[config.mk]
export PLATFORM = sky130hd
export DESIGN_NAME = asr_host
export DESIGN_NICKNAME = d
export VERILOG_FILES = /design/src/rtl/asr_pkg.sv /design/src/rtl/asr_host.sv
export SDC_FILE = /design/constraint.sdc
export NUM_CORES = 1
export LEC_CHECK = 0
export BUFFER_PORTS_ARGS = -buffer_cell sky130_fd_sc_hd__buf_2
export CORE_AREA = 2 2 72 74
export DETAILED_ROUTE_END_ITERATION = 6
export DIE_AREA = 0 0 74 76
export PLACE_DENSITY_LB_ADDON = 0.2
export SLEW_MARGIN = 10
export SYNTH_ARGS = -nofsm -noshare
export SYNTH_HDL_FRONTEND = slang
export SYNTH_SLANG_ARGS = --single-unit
export TNS_END_PERCENT = 20
[constraint.sdc]
create_clock -name i_clk_sys -period 1.8 [get_ports i_clk_sys]
set_input_delay 0.09 -clock i_clk_sys [delete_from_list [all_inputs] [get_ports i_clk_sys]]
set_output_delay 0.09 -clock i_clk_sys [all_outputs]
set_load 0.1 [all_outputs]
[src/rtl/asr_pkg.sv]
// package: constants, types and timing for the static ram host controller
package asr_pkg;
   localparam int unsigned ADDR_W      = 13;      // 8192 locations
   localparam int unsigned DATA_W      = 8;       // one byte per location
   localparam int unsigned CLK_NS      = 10;      // 100 MHz system clock
   // timing in ns, slower grade so either part works
   localparam int unsigned T_ACC_NS    = 200;     // address access, longest
   localparam int unsigned T_DH_NS     = 20;      // output hold after address change
   localparam int unsigned T_ODO_NS    = 80;      // output enable to high-z, longest
   localparam int unsigned T_WP_NS     = 150;     // write pulse width, least
   localparam int unsigned T_DS_NS     = 80;      // data setup before end of write
   localparam int unsigned T_WC_NS     = 200;     // write cycle time, least
   // cycle counts, times rounded up; access time gets one extra cycle
   localparam int unsigned ACC_CYC  = (T_ACC_NS + CLK_NS - 1) / CLK_NS + 1;
   localparam int unsigned ODO_CYC  = (T_ODO_NS + CLK_NS - 1) / CLK_NS;
   localparam int unsigned WP_CYC   = (T_WP_NS + CLK_NS - 1) / CLK_NS;
   localparam int unsigned WREC_CYC = (T_WC_NS - T_WP_NS + CLK_NS - 1) / CLK_NS;
   localparam int unsigned CNT_W    = 5;
   localparam logic [CNT_W-1:0] ACC_CNT  = CNT_W'(ACC_CYC - 1);
   localparam logic [CNT_W-1:0] ODO_CNT  = CNT_W'(ODO_CYC - 1);
   localparam logic [CNT_W-1:0] WP_CNT   = CNT_W'(WP_CYC - 1);
   localparam logic [CNT_W-1:0] WREC_CNT = CNT_W'(WREC_CYC - 1);
   localparam logic [CNT_W-1:0] CNT_ZERO = 5'h00;
   // write end modes: which pin ends the write pulse
   typedef enum logic [1:0] {
      WEND_RW   = 2'h0,
      WEND_SELL = 2'h1,
      WEND_SELH = 2'h2
   } asr_wend_t;
   // pins toward the memory
   typedef struct packed {
      logic [ADDR_W-1:0] addr;
      logic              select_active_low;
      logic              select_active_high;
      logic              out_en_n;
      logic              read_write;
   } asr_pins_t;
   // user request
   typedef struct packed {
      logic              write;
      asr_wend_t         wend;
      logic [ADDR_W-1:0] addr;
      logic [DATA_W-1:0] wdata;
   } asr_req_t;
   // controller states, gray along the main path
   typedef enum logic [2:0] {
      ST_IDLE  = 3'h0,
      ST_RACC  = 3'h1,
      ST_RFLT  = 3'h3,
      ST_WPUL  = 3'h2,
      ST_WREC  = 3'h6
   } asr_state_t;
endpackage

[src/rtl/asr_host.sv]
// host controller driving an asynchronous 8k x 8 static ram over its pins
`timescale 1ns/100ps
module asr_host
   import asr_pkg::*;
(
   input  wire logic              i_clk_sys,   // 100 MHz clock
   input  wire logic              i_rst,       // synchronous, active high
   input  wire logic              i_req_valid, // request offered
   input  wire asr_req_t          i_req,       // request contents
   input  wire logic              i_standby,   // keep memory deselected
   output logic                   o_req_ready, // request taken this cycle
   output logic                   o_rd_valid,  // read byte valid pulse
   output logic [DATA_W-1:0]      o_rd_data,   // last read byte
   output asr_pins_t              o_pins,      // control and address pins
   input  wire logic [DATA_W-1:0] i_data_bus_bits,  // data pins in
   output logic [DATA_W-1:0]      o_data_bus_bits,  // data pins out
   output logic                   o_data_bus_oe     // high while host drives
);
   asr_state_t        state_q;   // controller state
   logic [CNT_W-1:0]  cnt_q;     // phase timer
   asr_req_t          req_q;     // request under way
   asr_pins_t         pins_q;    // registered pins
   logic              oe_q;      // data bus drive enable
   logic [DATA_W-1:0] rdat_q;    // captured read byte
   logic              rvld_q;    // read valid pulse

   // ready only when idle and not held in standby
   assign o_req_ready = (state_q == ST_IDLE) && !i_standby;
   assign o_pins          = pins_q;
   assign o_data_bus_bits = req_q.wdata;
   assign o_data_bus_oe   = oe_q;
   assign o_rd_data       = rdat_q;
   assign o_rd_valid      = rvld_q;

   // state and phase timer
   always_ff @(posedge i_clk_sys) begin
      if (i_rst) begin
         state_q <= ST_IDLE;
         cnt_q   <= CNT_ZERO;
      end else begin
         case (state_q)
            ST_IDLE: begin
               if (i_req_valid && o_req_ready) begin
                  state_q <= i_req.write ? ST_WPUL : ST_RACC;
                  cnt_q   <= i_req.write ? WP_CNT : ACC_CNT;
               end
            end
            ST_RACC: begin
               // hold address the full access time before sampling
               if (cnt_q == CNT_ZERO) begin
                  state_q <= ST_RFLT;
                  cnt_q   <= ODO_CNT;
               end else begin
                  cnt_q <= cnt_q - 5'h01;
               end
            end
            ST_RFLT: begin
               // memory bus must float before a write may drive it
               if (cnt_q == CNT_ZERO) begin
                  state_q <= ST_IDLE;
               end else begin
                  cnt_q <= cnt_q - 5'h01;
               end
            end
            ST_WPUL: begin
               // pulse width covers data setup too (150 > 80)
               if (cnt_q == CNT_ZERO) begin
                  state_q <= ST_WREC;
                  cnt_q   <= WREC_CNT;
               end else begin
                  cnt_q <= cnt_q - 5'h01;
               end
            end
            ST_WREC: begin
               if (cnt_q == CNT_ZERO) begin
                  state_q <= ST_IDLE;
               end else begin
                  cnt_q <= cnt_q - 5'h01;
               end
            end
            default: begin
               state_q <= ST_IDLE;
               cnt_q   <= CNT_ZERO;
            end
         endcase
      end
   end

   // request latch; address stays stable for the whole cycle
   always_ff @(posedge i_clk_sys) begin
      if (i_rst) begin
         req_q <= '0;
      end else if (state_q == ST_IDLE && i_req_valid && o_req_ready) begin
         req_q <= i_req;
      end
   end

   // pin drive: deselected means standby with data kept
   always_ff @(posedge i_clk_sys) begin
      if (i_rst) begin
         pins_q.addr               <= '0;
         pins_q.select_active_low  <= 1'b1;
         pins_q.select_active_high <= 1'b0;
         pins_q.out_en_n           <= 1'b1;
         pins_q.read_write         <= 1'b1;
         oe_q                      <= 1'b0;
      end else begin
         case (state_q)
            ST_IDLE: begin
               if (i_req_valid && o_req_ready) begin
                  // address changes only here, so each one starts a precharge
                  pins_q.addr               <= i_req.addr;
                  pins_q.select_active_low  <= 1'b0;
                  pins_q.select_active_high <= 1'b1;
                  pins_q.out_en_n           <= i_req.write;
                  // rw falls with select, never after it
                  pins_q.read_write         <= !i_req.write;
                  oe_q                      <= i_req.write;
               end else begin
                  // idle deselected; standby needs no extra delay
                  pins_q.select_active_low  <= 1'b1;
                  pins_q.select_active_high <= 1'b0;
                  pins_q.out_en_n           <= 1'b1;
                  pins_q.read_write         <= 1'b1;
                  oe_q                      <= 1'b0;
               end
            end
            ST_RACC: begin
               if (cnt_q == CNT_ZERO) begin
                  pins_q.out_en_n          <= 1'b1;
                  pins_q.select_active_low <= 1'b1;
                  pins_q.select_active_high <= 1'b0;
               end
            end
            ST_WPUL: begin
               if (cnt_q == CNT_ZERO) begin
                  // end the write on the chosen pin; rw stays low if select ends it
                  case (req_q.wend)
                     WEND_SELL: pins_q.select_active_low  <= 1'b1;
                     WEND_SELH: pins_q.select_active_high <= 1'b0;
                     default:   pins_q.read_write         <= 1'b1;
                  endcase
               end
            end
            ST_WREC: begin
               // deselect on entry; data held 50 ns past end, rw of a select-ended write rises then too
               pins_q.select_active_low  <= 1'b1;
               pins_q.select_active_high <= 1'b0;
               if (cnt_q == CNT_ZERO) begin
                  pins_q.read_write <= 1'b1;
                  oe_q              <= 1'b0;
               end
            end
            default: begin
               pins_q.out_en_n <= 1'b1;
            end
         endcase
      end
   end

   // read capture at the end of access time; the old byte still holds
   // for a moment after address change, but we never sample that early
   always_ff @(posedge i_clk_sys) begin
      if (i_rst) begin
         rdat_q <= '0;
         rvld_q <= 1'b0;
      end else begin
         rvld_q <= (state_q == ST_RACC) && (cnt_q == CNT_ZERO);
         if ((state_q == ST_RACC) && (cnt_q == CNT_ZERO)) begin
            rdat_q <= i_data_bus_bits;
         end
      end
   end
endmodule // asr_host

==> results.sh, run 1 <==
export IMPL_synth_ff_type="dfxtp_1"
export IMPL_first_iter_violations=82
export IMPL_layout_cells_non_filler=409
export IMPL_port_buffer_count=71
export IMPL_ios=72
export IMPL_synth_distinct_cells=37
export IMPL_die_area_um2=5620
export IMPL_netlist_area_um2=2080
export IMPL_cap_violations=0
export IMPL_coreArea_um2=4910
export IMPL_clock_path_buffers=2
export IMPL_final_util_pct=55.2
export IMPL_worstSetupEndpointType="output pin"
export IMPL_worst_setup_path_start_kind="register"
export IMPL_cts_tree="done"
export IMPL_viasPerCell=4.87
export IMPL_switchingPower_w=0.000974
export IMPL_grt_pass1_wl_um=8050
export IMPL_clkPwrFrac_pct=28.0
export IMPL_clock_tree_root_cell="clkbuf_8"
export IMPL_grt_pass1_vias=1767
export IMPL_clock_fmax_mhz=584
export IMPL_vias=1990
export IMPL_drc=0
export IMPL_worstSetupPathType="reg2out"
export IMPL_min_path_type="in2reg"
export IMPL_die_width_um=74
export IMPL_hold_viol_final=0
export IMPL_initial_core_util_pct=42.4
export IMPL_critPathArrivalTime_ns=1.62
export IMPL_fp_dieH_um=76
export IMPL_fin_skew_ns=0.00898
export IMPL_power_frac_seq_pct=40.2
export IMPL_cts_sinks=45
export IMPL_h_tree_depth=2
export IMPL_place_inst=400
export IMPL_path_clk_slew_ns=0.09
export IMPL_slew_viol_final=0
export IMPL_drtAntennaViolNets=0
export IMPL_antenna_cells=0
export IMPL_wirelength_um=4830
export IMPL_synth_cells=264
export IMPL_fin_crit_ns=1.71
export IMPL_layout_drive_gt1_share_pct=32.2
export IMPL_synth_largest_area_cell="dfxtp_1"
export IMPL_place_congestion=0.823
export IMPL_synth_seq_area_share_pct=43.2
export IMPL_grt_max_degree=24
export IMPL_cts_made_buffers=5
export IMPL_clk_latency_ns=0.29
export IMPL_layout_setup_ws_ns=0.0878
export IMPL_antenna_found_initial=0
export IMPL_p_leak_nw=1.27
export IMPL_overflow=0
export IMPL_cp_required_ns=1.71
export IMPL_preCtsSetupSlack_ns=0.0132
export IMPL_ys_top_cells_by_count="nand2_1, dfxtp_1, a21oi_1"
export IMPL_gr_usage_all_layers_pct=17.9
export IMPL_wl_per_cell_um=11.8
export IMPL_setup_viol=0
export IMPL_synth_edff_count=0
export IMPL_p_per_area_nw_per_um2=1010
export IMPL_synthesis_nets=303
export IMPL_avgSynthCellArea_um2=7.89
export IMPL_synth_area_leaders="dfxtp_1, nand2_1, a21oi_1"
export IMPL_yosysWarnings=0
export IMPL_area_growth_pct=30.2
export IMPL_ys_seq_elements=45
export IMPL_async_reset_ff_share_pct=0
export IMPL_dp_hpwl_um=3530
export IMPL_rsz0062_at_grt="yes"
export IMPL_p_comb_share_pct=31.9
export IMPL_crit_path_max_fanout=13
export IMPL_relSlewSlack_pct=66.7
export IMPL_finalNetCount=377
export IMPL_synth_top_cell_area_share_pct=43.2
export IMPL_worst_pin_slew_ns=0.503
export IMPL_synth_most_common_cell="nand2_1"
export IMPL_ir_drop_mv=0.479
export IMPL_outcome="finished clean"
export IMPL_p_sw_share_pct=35.7
export IMPL_internal_power_w=0.00176
export IMPL_num_rows=26
export IMPL_dr_pass1_iters=4
export IMPL_period_share_pct=95.1
## area by class of cell
cell class	count	area [um2]
clock buffers	5	68.8
fillers	472	2200
well taps	70	87.6
inverters	6	22.5
clock inverters	3	43.8
repair buffers	92	544
multi-input cells	188	1040
flip-flops and latches	45	901
## power by group through the flow
stage          clock [W]  combinational (W)  sequential (W)
3_3_place_gp           0           0.000830         0.00112
6_report        0.000764           0.000869         0.00110
5_1_grt         0.000831           0.000933         0.00110
3_5_place_dp           0           0.000835         0.00112
2_1_floorplan          0           0.000433         0.00131
4_1_cts         0.000788           0.000845         0.00110
## final timing paths
kind                   endpoint          startpoint  cells after the start  slack [ns]
max reg2reg            cnt_q[1]            cnt_q[0]                      8        0.09
min          o_data_bus_bits[0]            i_req[0]                      3        0.02
min reg2reg  o_data_bus_bits[5]  o_data_bus_bits[5]                      2        0.45
max                 o_req_ready          state_q[1]                      5        0.09
## kinds of logic (layout without fill, tap and decap cells)
logic type	Yosys count	in the layout	share of synthesized area, %
muxes	8	8	3.84
AOI/OAI and AO/OA	65	65	17.8
buffers and inverters	31	106	8.05
and+or+nand+nor	109	109	24.0
DFF	45	45	43.2
xor gates and xnor gates	3	3	1.26
adders and majority gates	3	3	1.80
## cell usage in the layout (no fill, tap or decap), types with 2 or more instances in the layout
cell type	count
o22ai_1	3
nor2b_1	4
ha_1	2
a21o_1	2
nand3_1	3
buf_4	19
mux2i_1	8
nor2_1	21
nand2b_1	4
nand2_1	61
nor3_1	7
o31ai_2	2
a21oi_1	36
a31oi_1	2
clkbuf_8	5
inv_1	6
buf_2	70
dfxtp_1	45
o21ai_1	4
xnor2_1	2
o21ai_0	9
buf_12	2
## worst max-delay path, stage by stage (launching register included)
cell	delay (ns)
dfxtp_1	0.44
nor2_1	0.30
nand2_1	0.12
buf_4	0.16
nor2_2	0.12
buf_12	0.19
## routing by layer
layer | global-route usage [%] | wire [um]
met1 | 22.5 | 2210
met2 | 28.5 | 2190
met4 | 5.27 | 78
met3 | 6.22 | 355
met5 | 0 | 0
## through the flow
stage	setup TNS, ns	area (um2)	hold WS, ns	total power [W]
finish	0	2710	0.0193	0.00273
global route	-0.0363	2710	0.00588	0.00287
detailed placement	0	2560	0.330	0.00195
floorplan	0	2090	0.226	0.00175
CTS	0	2690	0.0130	0.00273
global placement	0	2560	0.319	0.00195
## flip-flops by register name (all words and copies together), names as in the netlist
register,count
cnt_q,5
o_rd_valid,1
state_q,3
o_data_bus_bits,8
o_data_bus_oe,1
req_q,2
o_pins,17
o_rd_data,8
## timing repair
item / in CTS / in global routing
hold buffers: 0 / 0
pin swaps: 0 / 3
endpoints found under the setup margin: 1 / 6
setup buffers: 0 / 1
resized for setup: 1 / 7
gates cloned: 0 / 0
Power figures use the tool's default switching activity.
==> inputs of run 2 (changes only) <==
CORE_AREA = 2 2 70 72   (was 2 2 72 74)
DIE_AREA = 0 0 72 74   (was 0 0 74 76)
clock period = 2.1 ns   (was 1.8 ns; I/O delays follow)
==> run 2 against run 1 <==
First-iteration DRC count is 43% higher. Combinational power fell by 21%. Clock power decreased by 14%. Flip-flop and latch count stayed put. Utilization up 1.1 points. Highest routed layer unchanged.
==> results.sh, run 2 (synthesis gave the netlist of run 1 again) <==
export IMPL_r2r_slack_ns=0.22
export IMPL_hold_depth=3
export IMPL_coreArea_um2=4600
export IMPL_fin_crit_ns=1.88
export IMPL_initial_core_util_pct=45.3
export IMPL_grt_pass1_vias=1696
export IMPL_h_tree_depth=2
export IMPL_finalNetCount=371
export IMPL_antenna_found_initial=0
export IMPL_setup_viol=0
export IMPL_worstSetupPathType="reg2reg"
export IMPL_grt_pass1_wl_um=7790
export IMPL_cts_tree="done"
export IMPL_num_rows=25
export IMPL_clock_fmax_mhz=533
export IMPL_crit_path_max_fanout=5
export IMPL_drtAntennaViolNets=0
export IMPL_layout_setup_ws_ns=0.224
export IMPL_dr_pass1_iters=4
export IMPL_antenna_cells=0
export IMPL_fp_dieH_um=74
export IMPL_preCtsSetupSlack_ns=0.145
export IMPL_ios=72
export IMPL_final_cell_mix="buf_2, nand2_1, dfxtp_1"
export IMPL_port_buffer_count=71
export IMPL_outcome="finished clean"
export IMPL_total_power_w=0.00228
export IMPL_cap_violations=0
export IMPL_holdWs_ns=0.0324
export IMPL_r2r_end="cnt_q[4]"
export IMPL_layout_drive_gt1_share_pct=29.4
export IMPL_crit_path_cell_trace="inv_1, ha_1, nor4b_4, buf_4, a21o_1, a221oi_2, o21ai_0, a21oi_1"
export IMPL_first_iter_violations=117
export IMPL_period_share_pct=89.3
export IMPL_overflow=0
export IMPL_die_area_um2=5330
export IMPL_vias=1959
export IMPL_largest_register_ffs=17
export IMPL_mostFrequentLayoutCell="buf_2"
export IMPL_worst_pin_slew_ns=0.569
export IMPL_relSlewSlack_pct=62.0
export IMPL_cts_resized=0
export IMPL_place_congestion=0.861
export IMPL_reg2reg_from="cnt_q[0]"
export IMPL_path_clk_slew_ns=0.09
export IMPL_cts_sinks=45
export IMPL_fin_skew_ns=0.00527
export IMPL_drc=0
export IMPL_viasPerCell=5.06
export IMPL_fin_tns_setup_ns=0
export IMPL_grt_max_degree=29
export IMPL_crit_slowest_cell="a221oi_2"
export IMPL_clk_latency_ns=0.30
export IMPL_area_growth_pct=24.3
export IMPL_wl_per_cell_um=12.4
export IMPL_min_path_type="in2reg"
export IMPL_hold_viol_final=0
export IMPL_post_cts_setup_buffer_count=0
export IMPL_critPathArrivalTime_ns=2.10
export IMPL_p_per_area_nw_per_um2=883
export IMPL_die_width_um=72
export IMPL_cp_required_ns=2.33
export IMPL_dp_hpwl_um=3390
export IMPL_clock_tree_root_cell="clkbuf_8"
export IMPL_wirelength_um=4800
export IMPL_gr_usage_all_layers_pct=18.5
export IMPL_clock_path_buffers=2
export IMPL_min_delay_start="i_req[7]"
export IMPL_cts_made_buffers=5
export IMPL_hold_end="o_data_bus_bits[7]"
export IMPL_worstSetupEndpointType="register"
export IMPL_fin_area_um2=2590
export IMPL_slew_viol_final=0
export IMPL_max_stage_delay_ns=0.35
export IMPL_postCtsHoldBufs=0
export IMPL_post_dp_cell_area_um2=2470
export IMPL_fillCellCount=460
export IMPL_p_leak_nw=1.22
export IMPL_rsz0062_at_grt="no"
export IMPL_ir_drop_mv=0.504
export IMPL_worst_setup_path_start_kind="register"
export IMPL_ff2ff_path_depth=8
## run 2: final cells by class
class                      instances  area, um2  share of cell area [%]
timing repair buffer              86        468                    18.1
inverter                           6       22.5                   0.870
multi-input combinational        188       1020                    39.3
clock buffer                       6       72.6                    2.80
sequential                        45        901                    34.8
clock inverter                     2       38.8                    1.50
tap                               54       67.6                    2.61
## run 2: critical path, delay by kind of cell, from the launching register on
kind,cells,cell delay (ns)
compound gates,4,0.86
fa+ha+maj,1,0.24
buf+inv,2,0.21
flops,1,0.34
simple gates,1,0.15
## run 2: worst max path at each step
stage | from | end | cells past startpoint
floorplan | state_q[2] | o_req_ready | 4
global placement | cnt_q[1] | o_pins[2] | 8
detailed placement | cnt_q[0] | o_pins[2] | 8
CTS | cnt_q[0] | o_pins[2] | 8
global route | cnt_q[1] | cnt_q[3] | 8
finish | cnt_q[0] | cnt_q[4] | 8
## run 2: per-layer routing
layer | GRT usage [%] | share of wire [%] | up-vias
met5 | 0 | 0 | -
met2 | 28.9 | 45 | 59
met3 | 6.23 | 7.4 | 9
met4 | 7.13 | 1.7 | 0
li1 | - | - | 1013
met1 | 23.8 | 46 | 878
## run 2: power by group
group / switching [W] / total [W] / internal [W]
registers: 0.0000407 / 0.000942 / 0.000902
clock network: 0.000298 / 0.000656 / 0.000357
logic: 0.000477 / 0.000687 / 0.000210
total: 0.000816 / 0.00228 / 0.00147
## run 2: stage by stage
step | utilization [%] | instances
after floorplan | - | 264
after global placement | 53.8 | 379
after detailed placement | 53.8 | 379
after CTS | 56.2 | 387
after global routing | 56.3 | 387
final | 56.3 | 387
